==> src/design/dtc_pkg.sv <==
package dtc_pkg;

    // ==========================================================
    // register map (byte addresses)
    localparam logic [7:0] OFS_CTRL  = 8'h00;
    localparam logic [7:0] OFS_STAT  = 8'h04;
    localparam logic [7:0] OFS_SRC   = 8'h08;
    localparam logic [7:0] OFS_DST   = 8'h0C;
    localparam logic [7:0] OFS_CNT   = 8'h10;
    localparam logic [7:0] OFS_FC    = 8'h14;

    // ==========================================================
    // channel_control fields
    localparam int B_GO     = 0;
    localparam int B_REQ    = 1;
    localparam int B_SHARE  = 3;
    localparam int B_SSZ    = 5;
    localparam int B_DSZ    = 6;
    localparam int B_SINC   = 7;
    localparam int B_DINC   = 8;
    localparam int B_BUS16  = 9;
    localparam int B_BUS_CLEAR_ON_INTERRUPT_ENABLE   = 10;
    localparam int B_ECO    = 11;
    localparam int B_NORMAL_END_IRQ_ENABLE   = 12;
    localparam int B_ERROR_IRQ_ENABLE   = 13;
    localparam int B_SRST   = 14;
    localparam int B_DEVSRC = 15;
    localparam int CTRL_W   = 16;

    // ==========================================================
    // channel_status fields
    localparam int B_DONE   = 0;
    localparam int B_SERR   = 1;
    localparam int B_DERR   = 2;
    localparam int B_DNS    = 3;
    localparam int B_ACTIVE = 4;

    // ==========================================================
    // reset values
    localparam logic [15:0] CTRL_RST = 16'h0000;
    localparam logic [3:0]  STAT_RST = 4'h0;
    localparam logic [15:0] CNT_RST  = 16'h0000;
    localparam logic [7:0]  FC_RST   = 8'h00;

    // ==========================================================
    // limited-rate window and shares (clocks of bus use per window)
    localparam int          WINDOW_CLKS = 1024;
    localparam logic [10:0] SHARE_12P5  = 11'h080;
    localparam logic [10:0] SHARE_25    = 11'h100;
    localparam logic [10:0] SHARE_50    = 11'h200;
    localparam logic [10:0] SHARE_75    = 11'h300;

    typedef enum logic [1:0] {
        REQ_INT_MAX   = 2'b00,
        REQ_INT_LIM   = 2'b01,
        REQ_EXT_BURST = 2'b10,
        REQ_EXT_STEAL = 2'b11
    } dtc_reqgen_type;

    typedef enum logic [1:0] {
        S_IDLE  = 2'b00,
        S_READ  = 2'b01,
        S_WRITE = 2'b10
    } dtc_state_type;

endpackage

==> src/design/dtc_channel.sv <==
`timescale 1ns/1ps
module dtc_channel #(
    parameter int AW = 24
) (
    input  wire logic          sys_clk_i,
    input  wire logic          rst_i,
    input  wire logic          psel_i,
    input  wire logic          penable_i,
    input  wire logic          pwrite_i,
    input  wire logic [7:0]    paddr_i,
    input  wire logic [31:0]   pwdata_i,
    output logic      [31:0]   prdata_o,
    output logic               pready_o,
    output logic               pslverr_o,
    output logic               mbus_req_o,
    output logic               mbus_wr_o,
    output logic               mbus_word_o,
    output logic      [AW-1:0] mbus_addr_o,
    output logic      [2:0]    mbus_fc_o,
    output logic      [15:0]   mbus_wdata_o,
    input  wire logic [15:0]   mbus_rdata_i,
    input  wire logic          mbus_ack_i,
    input  wire logic          mbus_err_i,
    output logic               bus_own_o,
    input  wire logic          bus_request_i,
    input  wire logic          core_irq_i,
    input  wire logic          periph_request_n_i,
    output logic               periph_acknowledge_n_o,
    input  wire logic          done_n_i,
    output logic               done_n_o,
    output logic               done_oe_o,
    output logic               irq_normal_o,
    output logic               irq_error_o
);

    // ==========================================================
    // cycle planning
    // returns {two cycles, byte cycles, step of two between them}
    function automatic logic [2:0] plan_f(input logic bus16, input logic self_w,
                                          input logic other_w, input logic a0);
        logic [2:0] p;
        p = 3'b000;
        if (!bus16)
            p = 3'b010;
        else if (!self_w && other_w)
            p = 3'b111;
        else if (!self_w)
            p = 3'b010;
        else if (a0)
            p = 3'b110;
        return p;
    endfunction

    function automatic logic [2:0] inc_f(input logic bus16, input logic self_w,
                                         input logic other_w);
        logic [2:0] v;
        v = 3'h1;
        if (bus16 && !self_w && other_w)
            v = 3'h4;
        else if (bus16 && self_w)
            v = 3'h2;
        return v;
    endfunction

    // ==========================================================
    // state
    dtc_pkg::dtc_state_type state_reg, nx_state;
    logic                   idx_reg, nx_idx;
    logic [15:0]            ctrl_reg;
    logic [3:0]             stat_reg;
    logic [AW-1:0]          src_reg, dst_reg;
    logic [15:0]            cnt_reg;
    logic [7:0]             fc_reg;
    logic [15:0]            dhr_reg;
    logic                   last_reg, pend_reg, ack_seen_reg, done_seen_reg;
    logic                   on_dev_reg, last_side_reg, req_n_prev_reg;
    logic [9:0]             win_reg;
    logic [10:0]            used_reg;
    logic                   pready_reg;

    wire go     = ctrl_reg[dtc_pkg::B_GO];
    wire [1:0] mode = ctrl_reg[dtc_pkg::B_REQ +: 2];
    wire ext    = mode[1];
    wire ssz    = ctrl_reg[dtc_pkg::B_SSZ];
    wire dsz    = ctrl_reg[dtc_pkg::B_DSZ];
    wire bus16  = ctrl_reg[dtc_pkg::B_BUS16];
    wire idle   = (state_reg == dtc_pkg::S_IDLE);
    wire locked = go || !idle;

    wire [2:0] s_plan = plan_f(bus16, ssz, dsz, src_reg[0]);
    wire [2:0] d_plan = plan_f(bus16, dsz, ssz, dst_reg[0]);
    wire [2:0] s_inc  = inc_f(bus16, ssz, dsz);
    wire [2:0] d_inc  = inc_f(bus16, dsz, ssz);
    wire [1:0] op_bytes = (bus16 && (ssz || dsz)) ? 2'h2 : 2'h1;
    wire [15:0] cnt_dec = cnt_reg - {14'h0000, op_bytes};

    // ==========================================================
    // register bus decode
    wire acc    = psel_i && penable_i && pready_reg;
    wire wr_en  = acc && pwrite_i;
    wire w_ctrl = wr_en && (paddr_i == dtc_pkg::OFS_CTRL);
    wire w_stat = wr_en && (paddr_i == dtc_pkg::OFS_STAT);
    wire w_src  = wr_en && (paddr_i == dtc_pkg::OFS_SRC) && !locked;
    wire w_dst  = wr_en && (paddr_i == dtc_pkg::OFS_DST) && !locked;
    wire w_cnt  = wr_en && (paddr_i == dtc_pkg::OFS_CNT) && !locked;
    wire w_fc   = wr_en && (paddr_i == dtc_pkg::OFS_FC) && !locked;
    wire srst   = w_ctrl && pwdata_i[dtc_pkg::B_SRST];
    wire mapped = (paddr_i == dtc_pkg::OFS_CTRL) || (paddr_i == dtc_pkg::OFS_STAT)
               || (paddr_i == dtc_pkg::OFS_SRC) || (paddr_i == dtc_pkg::OFS_DST)
               || (paddr_i == dtc_pkg::OFS_CNT) || (paddr_i == dtc_pkg::OFS_FC);
    wire [31:0] rd_mux =
        (paddr_i == dtc_pkg::OFS_CTRL) ? {16'h0000, ctrl_reg} :
        (paddr_i == dtc_pkg::OFS_STAT) ? {27'h0000000, !idle, stat_reg} :
        (paddr_i == dtc_pkg::OFS_SRC)  ? {{(32-AW){1'b0}}, src_reg} :
        (paddr_i == dtc_pkg::OFS_DST)  ? {{(32-AW){1'b0}}, dst_reg} :
        (paddr_i == dtc_pkg::OFS_CNT)  ? {16'h0000, cnt_reg} :
        (paddr_i == dtc_pkg::OFS_FC)   ? {24'h000000, fc_reg} : 32'h00000000;

    // ==========================================================
    // request generation
    wire req_low  = !periph_request_n_i;
    wire req_fall = req_n_prev_reg && req_low;
    wire yield    = !ext && (bus_request_i
                  || (core_irq_i && ctrl_reg[dtc_pkg::B_BUS_CLEAR_ON_INTERRUPT_ENABLE]));
    wire [10:0] quota =
        (ctrl_reg[dtc_pkg::B_SHARE +: 2] == 2'b00) ? dtc_pkg::SHARE_12P5 :
        (ctrl_reg[dtc_pkg::B_SHARE +: 2] == 2'b01) ? dtc_pkg::SHARE_25 :
        (ctrl_reg[dtc_pkg::B_SHARE +: 2] == 2'b10) ? dtc_pkg::SHARE_50 : dtc_pkg::SHARE_75;
    wire quota_ok = (mode != dtc_pkg::REQ_INT_LIM) || (used_reg < quota);
    // go checked only between operands, so clearing it lets one finish
    wire start_ok = idle && go && (!ext || pend_reg) && !yield
                  && quota_ok && !srst;
    wire fin_dev_ack = mbus_ack_i && !idle && on_dev_reg && last_side_reg;
    wire burst_pend = start_ok ? 1'b0 :
                      (fin_dev_ack || idle) ? (go && req_low) : pend_reg;
    wire steal_pend = start_ok ? 1'b0 :
                      (go && req_fall && (idle || ack_seen_reg)) ? 1'b1 :
                      pend_reg;
    wire pend_next  = (mode == dtc_pkg::REQ_EXT_STEAL) ? steal_pend : burst_pend;

    // ==========================================================
    // operand sequencer
    wire rd_two  = s_plan[2];
    wire wr_two  = d_plan[2];
    wire bus_err = !idle && mbus_err_i;
    wire op_end  = (state_reg == dtc_pkg::S_WRITE) && mbus_ack_i && !mbus_err_i
                 && (!wr_two || idx_reg);
    wire done_hit = done_seen_reg || (mbus_ack_i && on_dev_reg && !done_n_i
                  && !done_oe_o);
    wire term_norm = op_end && ((cnt_dec == 16'h0000) || done_hit);

    always_comb begin
        nx_state = state_reg;
        nx_idx   = idx_reg;
        unique case (state_reg)
            dtc_pkg::S_IDLE: begin
                if (start_ok) begin
                    nx_state = dtc_pkg::S_READ;
                    nx_idx   = 1'b0;
                end
            end
            dtc_pkg::S_READ: begin
                if (mbus_err_i) begin
                    nx_state = dtc_pkg::S_IDLE;
                end else if (mbus_ack_i && rd_two && !idx_reg) begin
                    nx_idx = 1'b1;
                end else if (mbus_ack_i) begin
                    nx_state = dtc_pkg::S_WRITE;
                    nx_idx   = 1'b0;
                end
            end
            dtc_pkg::S_WRITE: begin
                if (mbus_err_i || op_end) begin
                    nx_state = dtc_pkg::S_IDLE;
                end else if (mbus_ack_i) begin
                    nx_idx = 1'b1;
                end
            end
            default: nx_state = dtc_pkg::S_IDLE;
        endcase
        if (srst) begin
            nx_state = dtc_pkg::S_IDLE;
        end
    end

    // next bus cycle parameters
    wire nx_busy = (nx_state != dtc_pkg::S_IDLE);
    wire nx_rd   = (nx_state == dtc_pkg::S_READ);
    wire [1:0] off = (nx_rd ? s_plan[0] : d_plan[0]) ? {nx_idx, 1'b0} : {1'b0, nx_idx};
    wire [AW-1:0] addr_next = (nx_rd ? src_reg : dst_reg) + {{(AW-2){1'b0}}, off};
    wire [15:0] dhr_next =
        !(mbus_ack_i && state_reg == dtc_pkg::S_READ) ? dhr_reg :
        !s_plan[1] ? mbus_rdata_i :
        (rd_two && !idx_reg) ? {mbus_rdata_i[7:0], dhr_reg[7:0]} :
        {dhr_reg[15:8], mbus_rdata_i[7:0]};
    wire [15:0] wdata_next = !d_plan[1] ? dhr_next :
        {8'h00, (wr_two && !nx_idx) ? dhr_next[15:8] : dhr_next[7:0]};
    wire dev_side_rd = ext ? ctrl_reg[dtc_pkg::B_DEVSRC] : !ctrl_reg[dtc_pkg::B_ECO];
    wire nx_on_dev   = nx_busy && (nx_rd == dev_side_rd);
    wire nx_last_sd  = nx_rd ? (!rd_two || nx_idx) : (!wr_two || nx_idx);
    wire last_now    = idle ? ((cnt_reg != 16'h0000) && (cnt_reg <= {14'h0000, op_bytes}))
                     : last_reg;
    wire drive_done  = last_now && nx_on_dev && nx_last_sd;
    wire [AW-1:0] src_step = {{(AW-3){1'b0}}, s_inc};
    wire [AW-1:0] dst_step = {{(AW-3){1'b0}}, d_inc};

    // ==========================================================
    // registers
    wire [3:0] stat_set = {term_norm && done_hit && !(cnt_dec == 16'h0000),
                           bus_err && (state_reg == dtc_pkg::S_WRITE),
                           bus_err && (state_reg == dtc_pkg::S_READ),
                           term_norm};
    wire [3:0] stat_clr = srst ? 4'hF : (w_stat ? pwdata_i[3:0] : 4'h0);
    wire [15:0] ctrl_next =
        w_ctrl ? (pwdata_i[15:0] & ~(16'h0001 << dtc_pkg::B_SRST)
                 & ~({15'h0000, srst} << dtc_pkg::B_GO)) :
        (term_norm || bus_err) ? (ctrl_reg & ~(16'h0001 << dtc_pkg::B_GO)) :
        ctrl_reg;

    always_ff @(posedge sys_clk_i or posedge rst_i) begin
        if (rst_i) begin
            ctrl_reg   <= dtc_pkg::CTRL_RST;
            stat_reg   <= dtc_pkg::STAT_RST;
            pready_reg <= 1'b0;
            prdata_o   <= 32'h00000000;
            pslverr_o  <= 1'b0;
        end else begin
            ctrl_reg   <= ctrl_next;
            stat_reg   <= stat_set | (stat_reg & ~stat_clr);
            pready_reg <= psel_i && !penable_i;
            prdata_o   <= (psel_i && !penable_i) ? rd_mux : prdata_o;
            pslverr_o  <= psel_i && !penable_i && !mapped;
        end
    end
    assign pready_o = pready_reg;

    always_ff @(posedge sys_clk_i or posedge rst_i) begin
        if (rst_i) begin
            src_reg <= '0;
            dst_reg <= '0;
            cnt_reg <= dtc_pkg::CNT_RST;
            fc_reg  <= dtc_pkg::FC_RST;
        end else begin
            if (w_src) src_reg <= pwdata_i[AW-1:0];
            else if (op_end && ctrl_reg[dtc_pkg::B_SINC]) src_reg <= src_reg + src_step;
            if (w_dst) dst_reg <= pwdata_i[AW-1:0];
            else if (op_end && ctrl_reg[dtc_pkg::B_DINC]) dst_reg <= dst_reg + dst_step;
            if (w_cnt) cnt_reg <= pwdata_i[15:0];
            else if (op_end) cnt_reg <= cnt_dec;
            if (w_fc) fc_reg <= pwdata_i[7:0];
        end
    end

    always_ff @(posedge sys_clk_i or posedge rst_i) begin
        if (rst_i) begin
            state_reg      <= dtc_pkg::S_IDLE;
            idx_reg        <= 1'b0;
            dhr_reg        <= 16'h0000;
            last_reg       <= 1'b0;
            pend_reg       <= 1'b0;
            req_n_prev_reg <= 1'b1;
        end else begin
            state_reg      <= nx_state;
            idx_reg        <= nx_idx;
            dhr_reg        <= dhr_next;
            last_reg       <= last_now;
            pend_reg       <= pend_next;
            req_n_prev_reg <= periph_request_n_i;
        end
    end

    always_ff @(posedge sys_clk_i or posedge rst_i) begin
        if (rst_i) begin
            ack_seen_reg  <= 1'b0;
            done_seen_reg <= 1'b0;
            on_dev_reg    <= 1'b0;
            last_side_reg <= 1'b0;
        end else begin
            ack_seen_reg  <= !start_ok && (ack_seen_reg || !periph_acknowledge_n_o);
            done_seen_reg <= !start_ok && !idle && done_hit;
            on_dev_reg    <= nx_on_dev;
            last_side_reg <= nx_last_sd;
        end
    end

    // bus-owned clocks per window; allotment used means no new operand
    always_ff @(posedge sys_clk_i or posedge rst_i) begin
        if (rst_i) begin
            win_reg  <= 10'h000;
            used_reg <= 11'h000;
        end else begin
            win_reg  <= win_reg + 10'h001;
            used_reg <= (&win_reg) ? 11'h000 : used_reg + {10'h000, !idle};
        end
    end

    always_ff @(posedge sys_clk_i or posedge rst_i) begin
        if (rst_i) begin
            mbus_req_o             <= 1'b0;
            mbus_wr_o              <= 1'b0;
            mbus_word_o            <= 1'b0;
            mbus_addr_o            <= '0;
            mbus_fc_o              <= 3'h0;
            mbus_wdata_o           <= 16'h0000;
            bus_own_o              <= 1'b0;
            periph_acknowledge_n_o <= 1'b1;
            done_n_o               <= 1'b1;
            done_oe_o              <= 1'b0;
            irq_normal_o           <= 1'b0;
            irq_error_o            <= 1'b0;
        end else begin
            mbus_req_o             <= nx_busy;
            mbus_wr_o              <= (nx_state == dtc_pkg::S_WRITE);
            mbus_word_o            <= nx_rd ? !s_plan[1] : !d_plan[1];
            mbus_addr_o            <= addr_next;
            mbus_fc_o              <= nx_rd ? fc_reg[2:0] : fc_reg[6:4];
            mbus_wdata_o           <= wdata_next;
            bus_own_o              <= nx_busy;
            periph_acknowledge_n_o <= !(ext && nx_on_dev);
            done_n_o               <= !drive_done;
            done_oe_o              <= drive_done;
            irq_normal_o <= term_norm && ctrl_reg[dtc_pkg::B_NORMAL_END_IRQ_ENABLE];
            irq_error_o  <= bus_err && ctrl_reg[dtc_pkg::B_ERROR_IRQ_ENABLE];
        end
    end
endmodule // dtc_channel

==> config.mk <==
export PLATFORM = sky130hd
export DESIGN_NAME = dtc_channel
export DESIGN_NICKNAME = d
export VERILOG_FILES = /design/src/design/dtc_pkg.sv /design/src/design/dtc_channel.sv
export SDC_FILE = /design/constraint.sdc
export NUM_CORES = 1
export LEC_CHECK = 0
export ABC_AREA = 1
export BUFFER_PORTS_ARGS = -buffer_cell sky130_fd_sc_hd__buf_2
export CAP_MARGIN = 40
export CORE_UTILIZATION = 56
export DETAILED_ROUTE_END_ITERATION = 8
export HOLD_SLACK_MARGIN = 0.06
export PLACE_DENSITY = 0.82
export SYNTH_ARGS = -nofsm -noshare
export SYNTH_HDL_FRONTEND = slang
export SYNTH_SLANG_ARGS = --single-unit
==> constraint.sdc <==
create_clock -name sys_clk_i -period 8.2 [get_ports sys_clk_i]
set_input_delay 0.82 -clock sys_clk_i [delete_from_list [all_inputs] [get_ports sys_clk_i]]
set_output_delay 0.82 -clock sys_clk_i [all_outputs]
set_load 0.05 [all_outputs]
== After elaboration in Yosys (flattened, before gate mapping) ==
Index checks and enable logic that the tools add are counted.
Storage, ports and cells
  flip-flop bits (word level): 224
  output and inout bits: 86
Operators by class
  $add $sub $neg: 6
  order comparisons: 2
  equal/unequal tests: 15
  multiplexer cells: 65
  bitwise operators: 5
  reduce and logical (&&, ||, !) cells: 126
Operators by type and width (count)
  2-to-1 mux 24 bit: 9
  2-to-1 mux 16 bit: 8
  logical AND 1 bit: 68
  adder 24 x 3 -> 24 bit: 2
  2-to-1 mux 3 bit: 11
  logical NOT 1 bit: 25
  adder 24 x 2 -> 24 bit: 1
  logical OR 1 bit: 20
  2-to-1 mux 10 bit: 2
  2-to-1 mux 2 bit: 10
  2-to-1 mux 1 bit: 17
  bitwise AND 16 bit: 1
  == test 8 x 4 -> 1 bit, second input constant: 2
  == test 8 x 5 -> 1 bit, second input constant: 2
  less-or-equal comparator 16 x 2 -> 1 bit: 1
  logical NOT 16 bit: 1
  2-to-1 mux 8 bit: 2
  inverter 1 -> 16 bit: 1
  nonzero test 16 bit: 1
  subtractor 16 x 2 -> 16 bit: 1
  adder 11 x 1 -> 11 bit: 1
  less-than comparator 11 x 10 -> 1 bit: 1
  2-to-1 mux 11 bit: 1
  adder 10 x 1 -> 10 bit, second input constant: 1
  other kinds (19): 30

== Logic depth before layout (Yosys ltp) ==
Gate-level depths: netlist of run 1.
  word-level depth: 17
  mapped depth: 27
  gate-level depth less buffers: 25

== Worst setup path after synthesis of run 1 ==
No wires, ideal clock.
  kind: input-to-reg
  from: input paddr_i[1]
  to: register mbus_addr_o[22]
  library setup time: 116 ps
  data arrival time: 3489 ps
  data required time: 8084 ps
  path slack: 4595 ps
  stages on the path: 23
  path through: nor2_2 -> nand2_2 -> nor2_8 -> nand3_4 -> nand2_1 -> inv_2 -> nand2_4 -> nand2_4 -> nand2_4 -> buf_6 -> buf_4 -> clkbuf_1 -> nand2_1 -> o21ai_0 -> ha_1 -> inv_1 -> fa_1 -> nor2_4 -> nand2_1 -> inv_1 -> nand3_1 -> nand2_1 -> nand2_1
Between the ends
  cells in the longest elaborated chain, start to end: 12
  elaborated cells between the ends (all ways): 15
  classes of those cells: add/sub (1); eq/ne (1); mux (8); reduce/logical (5)
RTL lines
  start, declared: RTL line dtc_channel.sv:10  | input wire logic [7:0] paddr_i,
  logical NOT 8 bit *: RTL line dtc_channel.sv:101  | wire w_ctrl = wr_en && (paddr_i == dtc_pkg::OFS_CTRL);
  logical AND 1 bit *: RTL line dtc_channel.sv:101
  logical AND 1 bit *: RTL line dtc_channel.sv:107  | wire srst = w_ctrl && pwdata_i[dtc_pkg::B_SRST];
  logical NOT 1 bit: RTL line dtc_channel.sv:132  | && quota_ok && !srst;
  logical AND 1 bit: RTL line dtc_channel.sv:132
  2-to-1 mux 2 bit: RTL line dtc_channel.sv:157  | if (start_ok) begin
  one-hot mux 2 bit (3 select lines): RTL line dtc_channel.sv:155  | unique case (state_reg)
  2-to-1 mux 2 bit: RTL line dtc_channel.sv:181  | if (srst) begin
  == test 2 x 1 -> 1 bit: RTL line dtc_channel.sv:188  | wire nx_rd = (nx_state == dtc_pkg::S_READ);
  2-to-1 mux 1 bit: RTL line dtc_channel.sv:189  | wire [1:0] off = (nx_rd ? s_plan[0] : d_plan[0]) ? {nx_idx, 1'b0} : {1'b0, nx_idx};
  2-to-1 mux 2 bit: RTL line dtc_channel.sv:189
  adder 24 x 2 -> 24 bit *: RTL line dtc_channel.sv:190  | wire [AW-1:0] addr_next = (nx_rd ? src_reg : dst_reg) + {{(AW-2){1'b0}}, off};
  named net addr_next[22]: RTL line dtc_channel.sv:190
  end signal, assigned: RTL line dtc_channel.sv:315  | mbus_addr_o <= addr_next;
  end, declared: RTL line dtc_channel.sv:18  | output logic [AW-1:0] mbus_addr_o,
The timed path passes the listed nets; every way through them passes the cells marked *.
A chain may end at the register's enable or synchronous reset.

== Worst setup path after layout of run 1 ==
  from: input paddr_i[7]
  to: register mbus_addr_o[14]
Between the ends
  cells in the longest elaborated chain, start to end: 12
  elaborated cells between the ends (all ways): 15
  classes of those cells: add/sub (1); eq/ne (1); mux (8); reduce/logical (5)
RTL lines
  logical NOT 8 bit *: RTL line dtc_channel.sv:101
  logical AND 1 bit *: RTL line dtc_channel.sv:101
  logical AND 1 bit *: RTL line dtc_channel.sv:107
  logical NOT 1 bit: RTL line dtc_channel.sv:132
  logical AND 1 bit: RTL line dtc_channel.sv:132
  2-to-1 mux 2 bit: RTL line dtc_channel.sv:157
  one-hot mux 2 bit (3 select lines): RTL line dtc_channel.sv:155
  2-to-1 mux 2 bit *: RTL line dtc_channel.sv:181
  named net nx_state[0]: RTL line dtc_channel.sv:67  | dtc_pkg::dtc_state_type state_reg, nx_state;
  == test 2 x 1 -> 1 bit *: RTL line dtc_channel.sv:188
  2-to-1 mux 1 bit: RTL line dtc_channel.sv:189
  2-to-1 mux 2 bit: RTL line dtc_channel.sv:189
  adder 24 x 2 -> 24 bit *: RTL line dtc_channel.sv:190
  named net addr_next[14]: RTL line dtc_channel.sv:190
Marks and branches as above.

==> results.sh, run 1 <==
export IMPL_cp_required_ns=8.60
export IMPL_netlist_area_um2=12200
export IMPL_ctsResizeCount=0
export IMPL_hold_path_class="in -> async"
export IMPL_n_antenna_cell=0
export IMPL_route_met2_wl_um=16600
export IMPL_numCtsBuffers=24
export IMPL_synth_most_common_cell="nand2_1"
export IMPL_crit_path_frequent_cell="nand2_1"
export IMPL_ios=153
export IMPL_layout_drive_gt1_share=0.130
export IMPL_drt_iter0_markers=1248
export IMPL_synth_seq_area_share=0.443
export IMPL_maxCapViolCount=0
export IMPL_powerDensity_nw_per_um2=229
export IMPL_critPathMaxStageDelay_ns=0.59
export IMPL_syn_area_per_cell_um2=7.58
export IMPL_synth_edf_count=0
export IMPL_wl_per_cell_um=18.5
export IMPL_cp_num_cells=21
export IMPL_grt_pass1_vias=10900
export IMPL_ir_worst_vdd_mv=0.151
export IMPL_cts_buffer_depth=3
export IMPL_slew_violations=0
export IMPL_clkSlewWorstSetupHoldPaths_ns=0.06
export IMPL_start_util=0.575
export IMPL_clock_skew_ns=0.0130
export IMPL_drc=0
export IMPL_vias_per_cell=5.80
export IMPL_path_class="in -> reg"
export IMPL_reg2reg_depth=19
export IMPL_worst_slack_ns=3.34
export IMPL_final_util=0.657
export IMPL_setup_viol=0
export IMPL_totalWireLength_um=37200
export IMPL_period_minus_slack_ns=4.86
export IMPL_clock_fmax_mhz=206
export IMPL_worst_path_buf_inv=4
export IMPL_grt_pass1_wl_um=58200
export IMPL_wl_met3_um=4040
export IMPL_synth_cell_types=50
export IMPL_gp_congestion=0.953
export IMPL_grtUsageTotal=0.338
export IMPL_path_cells="buf_2 > nor2_2 > nand2_2 > nor2_8 > nand3_4 > nand2_1 > inv_2 > nand2_4 > nand2_4 > nand2_4 > inv_2 > nand2_1 > nand2_1 > nor2_1 > ha_1 > inv_1 > fa_1 > nor2_4 > nand2_1 > o21ai_0 > nand2_1"
export IMPL_die_w_um=149
export IMPL_highest_layer="met5"
export IMPL_portBuffers=136
export IMPL_fin_crit_sh=0.592
export IMPL_slew_limit_headroom=0.395
export IMPL_synth_warnings=0
export IMPL_synth_largest_area_cell="dfrtp_1"
export IMPL_endpoint_kind="register"
export IMPL_dieArea_um2=22300
export IMPL_clkLatencyLatePin_ns=0.53
export IMPL_nets=1809
export IMPL_htree_num_levels=1
export IMPL_root_buffer="clkbuf_16"
export IMPL_cts_tree="built"
export IMPL_antenna_found_initial=1
export IMPL_worstPathMaxFanout=58
export IMPL_first_pass_iters=5
export IMPL_start_kind="input port"
export IMPL_finalHoldViolCount=0
export IMPL_vias=11700
export IMPL_crit_slowest_cell="nand2_4"
export IMPL_rsz0062_at_grt="false"
export IMPL_status="finished clean"
export IMPL_grt_overflow=0
export IMPL_coreArea_um2=21200
export IMPL_netlist_instances=1604
export IMPL_ys_top_cells_by_area="dfrtp_1, nand2_1, inv_1"
export IMPL_met1Wirelength_um=15400
export IMPL_cts_hold_fix_buffers=0
export IMPL_dp_worst_setup_slack_ns=2.97
export IMPL_worst_slew_pin_transition_ns=0.905
export IMPL_setup_tns_ns=0
export IMPL_power_leakage_nw=7.08
export IMPL_cpLargestDelayFamily="simple AND/OR/NAND/NOR gates"
export IMPL_hpwl_um=27400
export IMPL_grt_max_degree=123
export IMPL_postCtsSetupRepairBufs=0
export IMPL_syn_to_final_growth_pct=14.3
export IMPL_ys_seq_elements=215
export IMPL_cts_sinks=215
export IMPL_synth_top_area_share=0.436
export IMPL_synth_common_cells="nand2_1, inv_1, dfrtp_1"
export IMPL_die_h_um=149
export IMPL_synthArstFlopShare=1.00
export IMPL_antenna_left=0
export IMPL_ys_flop_type="dfrtp_1"
export IMPL_rows=53
export IMPL_crit_arrival_ns=5.26
-- per-stage QoR --
stage	std cells	hold WS (ns)	total power [mW]	instance area, um^2
finish	2015	0.177	3.19	13900
global route	2015	0.178	3.33	13900
CTS	2015	0.171	3.18	13900
detailed placement	1972	0.452	2.05	13100
global placement	1968	0.444	2.02	13000
floorplan	1611	0.422	1.85	12200
-- placed cells by master (no fill, tap or decap), types with 4 or more instances in the layout --
| master | n |
|---|---|
| nor2_1 | 162 |
| o211ai_1 | 15 |
| buf_4 | 7 |
| a211oi_1 | 6 |
| clkbuf_8 | 6 |
| dfrtp_1 | 212 |
| or2_2 | 6 |
| nand2_2 | 7 |
| fa_1 | 4 |
| ha_1 | 15 |
| a221oi_1 | 5 |
| conb_1 | 8 |
| clkbuf_16 | 24 |
| nand4_1 | 12 |
| xor2_1 | 49 |
| a31oi_1 | 5 |
| o221ai_1 | 43 |
| buf_2 | 136 |
| o31ai_1 | 4 |
| a22oi_1 | 5 |
| nand2_1 | 400 |
| o21ai_0 | 117 |
| o22ai_1 | 16 |
| inv_1 | 226 |
| nor3_1 | 34 |
| nor3b_1 | 4 |
| nor2_2 | 11 |
| a21oi_1 | 57 |
| nand3_1 | 87 |
| nor4_1 | 7 |
-- where the power goes --
group          leakage [nW]  internal (mW)  switching, mW
Sequential             2.58           1.19         0.0813
Combinational          4.09          0.209          0.560
Clock                 0.409          0.689          0.456
Total                  7.08           2.09           1.10
-- path summary, 6_finish.rpt --
path	slack, ns	endpoint	from
worst max-delay path	3.34	mbus_addr_o[14]$_DFF_PP0_	paddr_i[7]
worst min-delay path	0.18	mbus_wdata_o[11]$_DFF_PP0_	rst_i
worst max register to register	3.47	mbus_addr_o[14]$_DFF_PP0_	pready_o$_DFF_PP0_
worst min register to register	0.47	win_reg[0]$_DFF_PP0_	win_reg[0]$_DFF_PP0_
max in group asynchronous	7.16	mbus_addr_o[15]$_DFF_PP0_	rst_i
min in group sys_clk_i	0.41	req_n_prev_reg$_DFF_PP1_	periph_request_n_i
-- metal layers --
layer,GRT usage,vias up
li1,-,5431
met1,0.473,5488
met2,0.526,678
met3,0.0642,88
met4,0.113,2
met5,0,-
-- cell families after synthesis --
logic type | count (synthesis) | share of synthesized area
and+or+nand+nor | 741 | 0.258
buffers and inverters | 293 | 0.0969
AOI/OAI and AO/OA | 282 | 0.141
DFF | 215 | 0.443
xor gates and xnor gates | 52 | 0.0375
adders and majority gates | 19 | 0.0220
other | 1 | 0.000308
muxes | 1 | 0.000926
-- area by class of cell --
type                       instances  area, um^2
clock buffer                      33         694
clock inverter                    10         149
fill                            1862        7260
inverter                         233         882
multi-input combinational       1103        5620
sequential                       215        5380
tap                              275         344
timing repair buffer             146         816
Note: power is estimated with default switching activity, not from simulation.
==> run 2: changes to the inputs <==
--- a/config.mk
+++ b/config.mk
@@ -5,10 +5,10 @@
 export SDC_FILE = /design/constraint.sdc
 export NUM_CORES = 1
 export LEC_CHECK = 0
-export ABC_AREA = 1
+export ABC_AREA = 0
 export BUFFER_PORTS_ARGS = -buffer_cell sky130_fd_sc_hd__buf_2
 export CAP_MARGIN = 40
-export CORE_UTILIZATION = 56
+export CORE_UTILIZATION = 53
 export DETAILED_ROUTE_END_ITERATION = 8
 export HOLD_SLACK_MARGIN = 0.06
 export PLACE_DENSITY = 0.82
==> constraint.sdc (replaced) <==
create_clock -name sys_clk_i -period 4.3 [get_ports sys_clk_i]
set_input_delay 0.43 -clock sys_clk_i [delete_from_list [all_inputs] [get_ports sys_clk_i]]
set_output_delay 0.43 -clock sys_clk_i [all_outputs]
set_load 0.05 [all_outputs]
==> run 2 against run 1 <==
Effect of this change:
- die area increased by 1.4%
- synthesized cell count shrank 20%
- flip-flop and latch count is the same
- setup slack got worse by 3.0 ns
- synthesized area fell by 4.0%
- clock skew increased by 0.00071 ns
- global-route usage down 3.0 points
- non-clock buffer count increased by 24
- highest routed layer is now met4
==> results.sh, run 2 <==
export IMPL_vias_per_cell=6.24
export IMPL_dp_worst_setup_slack_ns=0.147
export IMPL_die_w_um=150
export IMPL_layout_drive_gt1_share=0.186
export IMPL_power_switching_uw=989
export IMPL_status="finished clean"
export IMPL_syn_area_per_cell_um2=9.07
export IMPL_ys_top_cells_by_area="dfrtp_1, nand2_1, o21ai_0"
export IMPL_worstPathMaxFanout=37
export IMPL_start_kind="register"
export IMPL_slew_violations=0
export IMPL_synth_common_cells="dfrtp_1, nand2_1, nor2_1"
export IMPL_crit_arrival_ns=4.34
export IMPL_ys_seq_elements=215
export IMPL_endpoint_kind="register"
export IMPL_ys_flop_type="dfrtp_1"
export IMPL_synthArstFlopShare=1.00
export IMPL_totalWireLength_um=34200
export IMPL_die_h_um=150
export IMPL_antenna_left=0
export IMPL_portBuffers=136
export IMPL_htree_num_levels=1
export IMPL_synth_warnings=0
export IMPL_finalHoldViolCount=0
export IMPL_grt_pass1_wl_um=53900
export IMPL_power_leakage_nw=6.34
export IMPL_root_buffer="clkbuf_16"
export IMPL_wl_per_cell_um=20.2
export IMPL_hpwl_um=24400
export IMPL_layout_commonest_cell="dfrtp_1"
export IMPL_antenna_found_initial=0
export IMPL_n_antenna_cell=0
export IMPL_power_frac_seq=0.467
export IMPL_cp_required_ns=4.70
export IMPL_clkPwrFrac=0.485
export IMPL_setup_viol=0
export IMPL_cts_buffer_depth=3
export IMPL_synth_largest_area_cell="dfrtp_1"
export IMPL_netlist_instances=1286
export IMPL_rows=53
export IMPL_slew_limit_headroom=0.337
export IMPL_powerDensity_nw_per_um2=324
export IMPL_clock_skew_ns=0.0137
export IMPL_worst_slack_ns=0.364
export IMPL_clkLatencyLatePin_ns=0.52
export IMPL_fin_crit_sh=0.915
export IMPL_synth_top_area_share=0.455
export IMPL_coreArea_um2=21300
export IMPL_vias=10600
export IMPL_maxCapViolCount=0
export IMPL_drt_iter0_markers=1115
export IMPL_drc=0
export IMPL_synth_most_common_cell="dfrtp_1"
export IMPL_grt_overflow=0
export IMPL_cts_sinks=215
export IMPL_first_pass_iters=7
export IMPL_dieArea_um2=22600
export IMPL_worst_slew_pin_transition_ns=0.985
export IMPL_synth_edf_count=0
export IMPL_grtUsageTotal=0.308
export IMPL_p_sw_frac=0.226
export IMPL_hold_path_class="in -> async"
export IMPL_nets=1491
export IMPL_ios=153
export IMPL_synth_cell_types=71
export IMPL_combPwrFrac=0.048
export IMPL_cts_tree="built"
export IMPL_gp_congestion=0.959
export IMPL_synth_seq_area_share=0.461
export IMPL_layout_common_cells="dfrtp_1, nand2_1, buf_2, nor2_1, o21ai_0"
export IMPL_n_fill_cell=1747
export IMPL_intPower_mw=3.39
export IMPL_setup_tns_ns=0
export IMPL_grt_max_degree=149
export IMPL_grt_pass1_vias=10000
export IMPL_ir_worst_vdd_mv=0.359
export IMPL_path_class="reg -> reg"
export IMPL_syn_to_final_growth_pct=15.9
export IMPL_period_minus_slack_ns=3.94
export IMPL_netlist_area_um2=11700
export IMPL_clkSlewWorstSetupHoldPaths_ns=0.06
export IMPL_numCtsBuffers=24
export IMPL_clock_fmax_mhz=254
export IMPL_start_util=0.548
export IMPL_rsz0062_at_grt="false"
## run 2: final timing paths
kind                                        endpoint  cells past startpoint                   from  slack, ns
max reg2reg                mbus_addr_o[22]$_DFF_PP0_                     18  used_reg[9]$_DFF_PP0_       0.36
min reg2reg                     win_reg[0]$_DFF_PP0_                      1   win_reg[0]$_DFF_PP0_       0.46
min in group sys_clk_i       dst_reg[20]$_DFFE_PP0P_                      3           pwdata_i[20]       0.14
max                        mbus_addr_o[22]$_DFF_PP0_                     18  used_reg[9]$_DFF_PP0_       0.36
min                         mbus_addr_o[1]$_DFF_PP0_                      3                  rst_i       0.09
max in group asynchronous     src_reg[0]$_DFFE_PP0P_                      3                  rst_i       3.50
## run 2: power by group through the flow
| stage | Clock, mW | Combinational (mW) | Sequential (mW) |
|---|---|---|---|
| CTS | 2.15 | 0.207 | 2.05 |
| global route | 2.21 | 0.224 | 2.05 |
| finish | 2.12 | 0.208 | 2.05 |
| global placement | 0 | 0.200 | 2.08 |
| floorplan | 0 | 0.110 | 2.09 |
| detailed placement | 0 | 0.206 | 2.08 |
## run 2: layer usage
layer | up-vias | global-route usage | wire length [um]
met3 | 115 | 0.0552 | 3710
met1 | 5021 | 0.416 | 13700
li1 | 4787 | - | -
met4 | 0 | 0.132 | 1520
met5 | - | 0 | 0
met2 | 667 | 0.487 | 15300
## run 2: final cells by class
| class | count | area [um^2] | share of cell area |
|---|---|---|---|
| inverters | 47 | 180 | 0.0133 |
| well taps | 275 | 344 | 0.0254 |
| clock inverters | 8 | 96.3 | 0.00712 |
| multi-input cells | 947 | 5810 | 0.430 |
| flip-flops and latches | 215 | 5380 | 0.398 |
| clock buffers | 35 | 733 | 0.0542 |
| repair buffers | 170 | 973 | 0.0720 |
## run 2: worst max-delay path: stages (launching register included)
cell,delay (ns)
dfrtp_1,0.41
ha_1,0.32
a211oi_1,0.22
o22ai_1,0.16
o22ai_2,0.23
nand2_1,0.10
buf_4,0.21
inv_1,0.12
buf_12,0.23
a21o_1,0.17
inv_1,0.06
fa_1,0.51
nor3_2,0.26
nand2_1,0.07
a21oi_1,0.16
a41oi_2,0.10
nor3_1,0.24
xnor2_1,0.14
mux2i_1,0.09
## run 2: cells by family (layout without fill, tap and decap cells)
kind of cell	Yosys count	in the layout	share of synthesized area
AND/OR/NAND/NOR	480	480	0.190
AO/OA/AOI/OAI	305	305	0.167
flip-flops	215	215	0.461
buffers and inverters	131	260	0.0458
multiplexers	74	74	0.0673
XOR/XNOR	61	61	0.0458
adder cells (fa/ha/maj)	19	19	0.0229
other	1	8	0.000321
## run 2: repair_timing
action | in CTS | in global routing
resized for setup | 0 | 8
hold buffers | 1 | 0
hold endpoints to repair | 1 | 0
setup endpoints to repair | 0 | 4
buffers inserted | 0 | 0
## run 2: stage by stage
step                      cells  total power [mW]   util  hold WS [ns]  instance area (um^2)
after floorplan            1293              2.20      -         0.434                 11700
final                      1697              4.38  0.635        0.0926                 13500
after CTS                  1696              4.41  0.633         0.130                 13500
after global placement     1651              2.28  0.593         0.452                 12600
after global routing       1697              4.48  0.635         0.146                 13500
after detailed placement   1652              2.29  0.594         0.457                 12600
==> run 3: changes to the inputs <==
--- a/config.mk
+++ b/config.mk
@@ -6,6 +6,7 @@
 export NUM_CORES = 1
 export LEC_CHECK = 0
 export ABC_AREA = 0
+export ABC_CLOCK_PERIOD_IN_PS = 3400
 export BUFFER_PORTS_ARGS = -buffer_cell sky130_fd_sc_hd__buf_2
 export CAP_MARGIN = 40
 export CORE_UTILIZATION = 53
==> constraint.sdc (replaced) <==
create_clock -name sys_clk_i -period 3.4 [get_ports sys_clk_i]
set_input_delay 0.34 -clock sys_clk_i [delete_from_list [all_inputs] [get_ports sys_clk_i]]
set_output_delay 0.34 -clock sys_clk_i [all_outputs]
set_load 0.05 [all_outputs]
==> run 3 against run 2 <==
Effect of this change:
- the run now ends with negative setup slack left
- clock-buffer cell count is 4 lower
- power is 29% higher
- setup slack got worse by 0.43 ns
- core utilization is 4.3 points higher
- critical path depth decreased by 1
- via count grew 3.4%
- critical path type unchanged
- largest cell class unchanged
- highest routed layer is now met5
==> results.sh, run 3 (synthesis gave the netlist of run 2 again) <==
export IMPL_status="finished, violations left"
export IMPL_violations="negative setup slack"
export IMPL_start_kind="register"
export IMPL_cts_buffer_depth=3
export IMPL_grt_pass1_vias=10700
export IMPL_clkSlewWorstSetupHoldPaths_ns=0.06
export IMPL_first_pass_iters=6
export IMPL_die_w_um=150
export IMPL_gp_congestion=0.991
export IMPL_root_buffer="clkbuf_16"
export IMPL_use_met2=0.522
export IMPL_n_antenna_cell=0
export IMPL_hpwl_um=26000
export IMPL_layout_common_cells="dfrtp_1, nand2_1, buf_2, nor2_1, buf_4"
export IMPL_grt_pass1_wl_um=56700
export IMPL_cts_tree="built"
export IMPL_grt_busiest_layer="met2"
export IMPL_layout_commonest_cell="dfrtp_1"
export IMPL_crit_arrival_ns=3.85
export IMPL_path_class="reg -> reg"
export IMPL_power_leakage_nw=6.84
export IMPL_dp_worst_setup_slack_ns=-0.278
export IMPL_portBuffers=136
export IMPL_powerDensity_nw_per_um2=391
export IMPL_setup_viol=3
export IMPL_worstPathMaxFanout=6
export IMPL_nets=1581
export IMPL_rsz0062_at_grt="true"
export IMPL_use_met3=0.0661
export IMPL_vias_per_cell=6.12
export IMPL_numCtsBuffers=25
export IMPL_dp_cells=1725
export IMPL_syn_to_final_growth_pct=23.8
export IMPL_worst_slack_ns=-0.0655
export IMPL_finalInstanceArea_um2=14400
export IMPL_clkLatencyLatePin_ns=0.54
export IMPL_hold_path_class="in -> reg"
export IMPL_grtUsageMet1=0.427
export IMPL_cts_sinks=215
export IMPL_cp_required_ns=3.79
export IMPL_endpoint_kind="register"
export IMPL_grt_overflow=0
export IMPL_grt_max_degree=133
export IMPL_antenna_found_initial=2
export IMPL_drt_iter0_markers=1051
export IMPL_drc=0
export IMPL_clock_fmax_mhz=289
export IMPL_start_util=0.548
export IMPL_coreArea_um2=21300
export IMPL_vias=10900
export IMPL_worst_slew_pin_transition_ns=0.985
export IMPL_layout_drive_gt1_share=0.250
export IMPL_clock_skew_ns=0.0155
export IMPL_fin_crit_sh=1.02
export IMPL_wl_per_cell_um=20.3
export IMPL_ir_worst_vdd_mv=0.367
export IMPL_maxCapViolCount=0
export IMPL_htree_num_levels=1
export IMPL_setup_tns_ns=-0.0977
export IMPL_placed_cell_area_um2=13300
export IMPL_ios=153
export IMPL_final_cells=1788
export IMPL_finalHoldViolCount=0
export IMPL_final_util=0.678
export IMPL_slew_violations=0
export IMPL_antenna_left=0
export IMPL_rows=53
export IMPL_dieArea_um2=22600
export IMPL_grtUsageTotal=0.326
export IMPL_totalWireLength_um=36300
export IMPL_slew_limit_headroom=0.335
export IMPL_die_h_um=150
export IMPL_period_minus_slack_ns=3.47
[run 3: area by class of cell]
cell class | instances | area (um^2)
multi-input combinational | 947 | 6020
clock inverter | 14 | 179
inverter | 47 | 180
timing repair buffer | 259 | 1660
sequential | 215 | 5380
fill | 1677 | 6850
clock buffer | 31 | 668
tap | 275 | 344
[run 3: timing repair]
item                                    4_1_cts  5_1_grt
setup buffers                                 1        6
pin swaps                                     3        7
endpoints found under the setup margin        8       24
gates resized for setup                       6       27
hold buffers                                 11        0
hold endpoints to repair                     29        0
[run 3: per-layer routing]
metal | vias to the layer above | wire [um]
met3 | 122 | 3360
met4 | 4 | 1570
li1 | 4973 | -
met5 | - | 23
met1 | 5254 | 14600
met2 | 596 | 16700
[run 3: path summary, 6_finish.rpt]
path	startpoint	endpoint	slack [ns]	depth (start not counted)
worst max-delay path	ctrl_reg[4]$_DFFE_PP0N_	mbus_addr_o[18]$_DFF_PP0_	-0.07	17
worst min-delay path	mbus_rdata_i[4]	dhr_reg[4]$_DFF_PP0_	0.07	2
worst max register to register	ctrl_reg[4]$_DFFE_PP0N_	mbus_addr_o[18]$_DFF_PP0_	-0.07	17
worst min register to register	win_reg[0]$_DFF_PP0_	win_reg[0]$_DFF_PP0_	0.47	1
max in group asynchronous	rst_i	dst_reg[9]$_DFFE_PP0P_	1.95	4
min in group asynchronous	rst_i	dhr_reg[3]$_DFF_PP0_	0.35	3
[run 3: critical path, cell delays in order, from the launching register on]
cell      delay (ns)
dfrtp_1         0.39
inv_2           0.08
ha_4            0.20
a211oi_2        0.22
o22ai_2         0.12
o22ai_2         0.21
nand2_2         0.11
mux2_4          0.33
nor2_4          0.08
ha_2            0.18
inv_2           0.04
fa_2            0.44
buf_4           0.17
buf_6           0.11
a21o_4          0.22
o21a_1          0.17
nor3_1          0.16
a21oi_1         0.07
[run 3: power breakdown]
| group | leakage (nW) | internal [mW] | switching (mW) |
|---|---|---|---|
| combinational | 3.56 | 0.0838 | 0.202 |
| sequential | 2.88 | 2.57 | 0.0132 |
| clock | 0.403 | 1.64 | 1.13 |
| total | 6.84 | 4.29 | 1.34 |
[run 3: metrics by stage]
stage               hold slack (ns)  power, mW
floorplan                     0.344       2.79
global placement              0.362       2.90
detailed placement            0.370       2.90
CTS                          0.0605       5.67
global route                 0.0650       5.79
finish                       0.0703       5.64
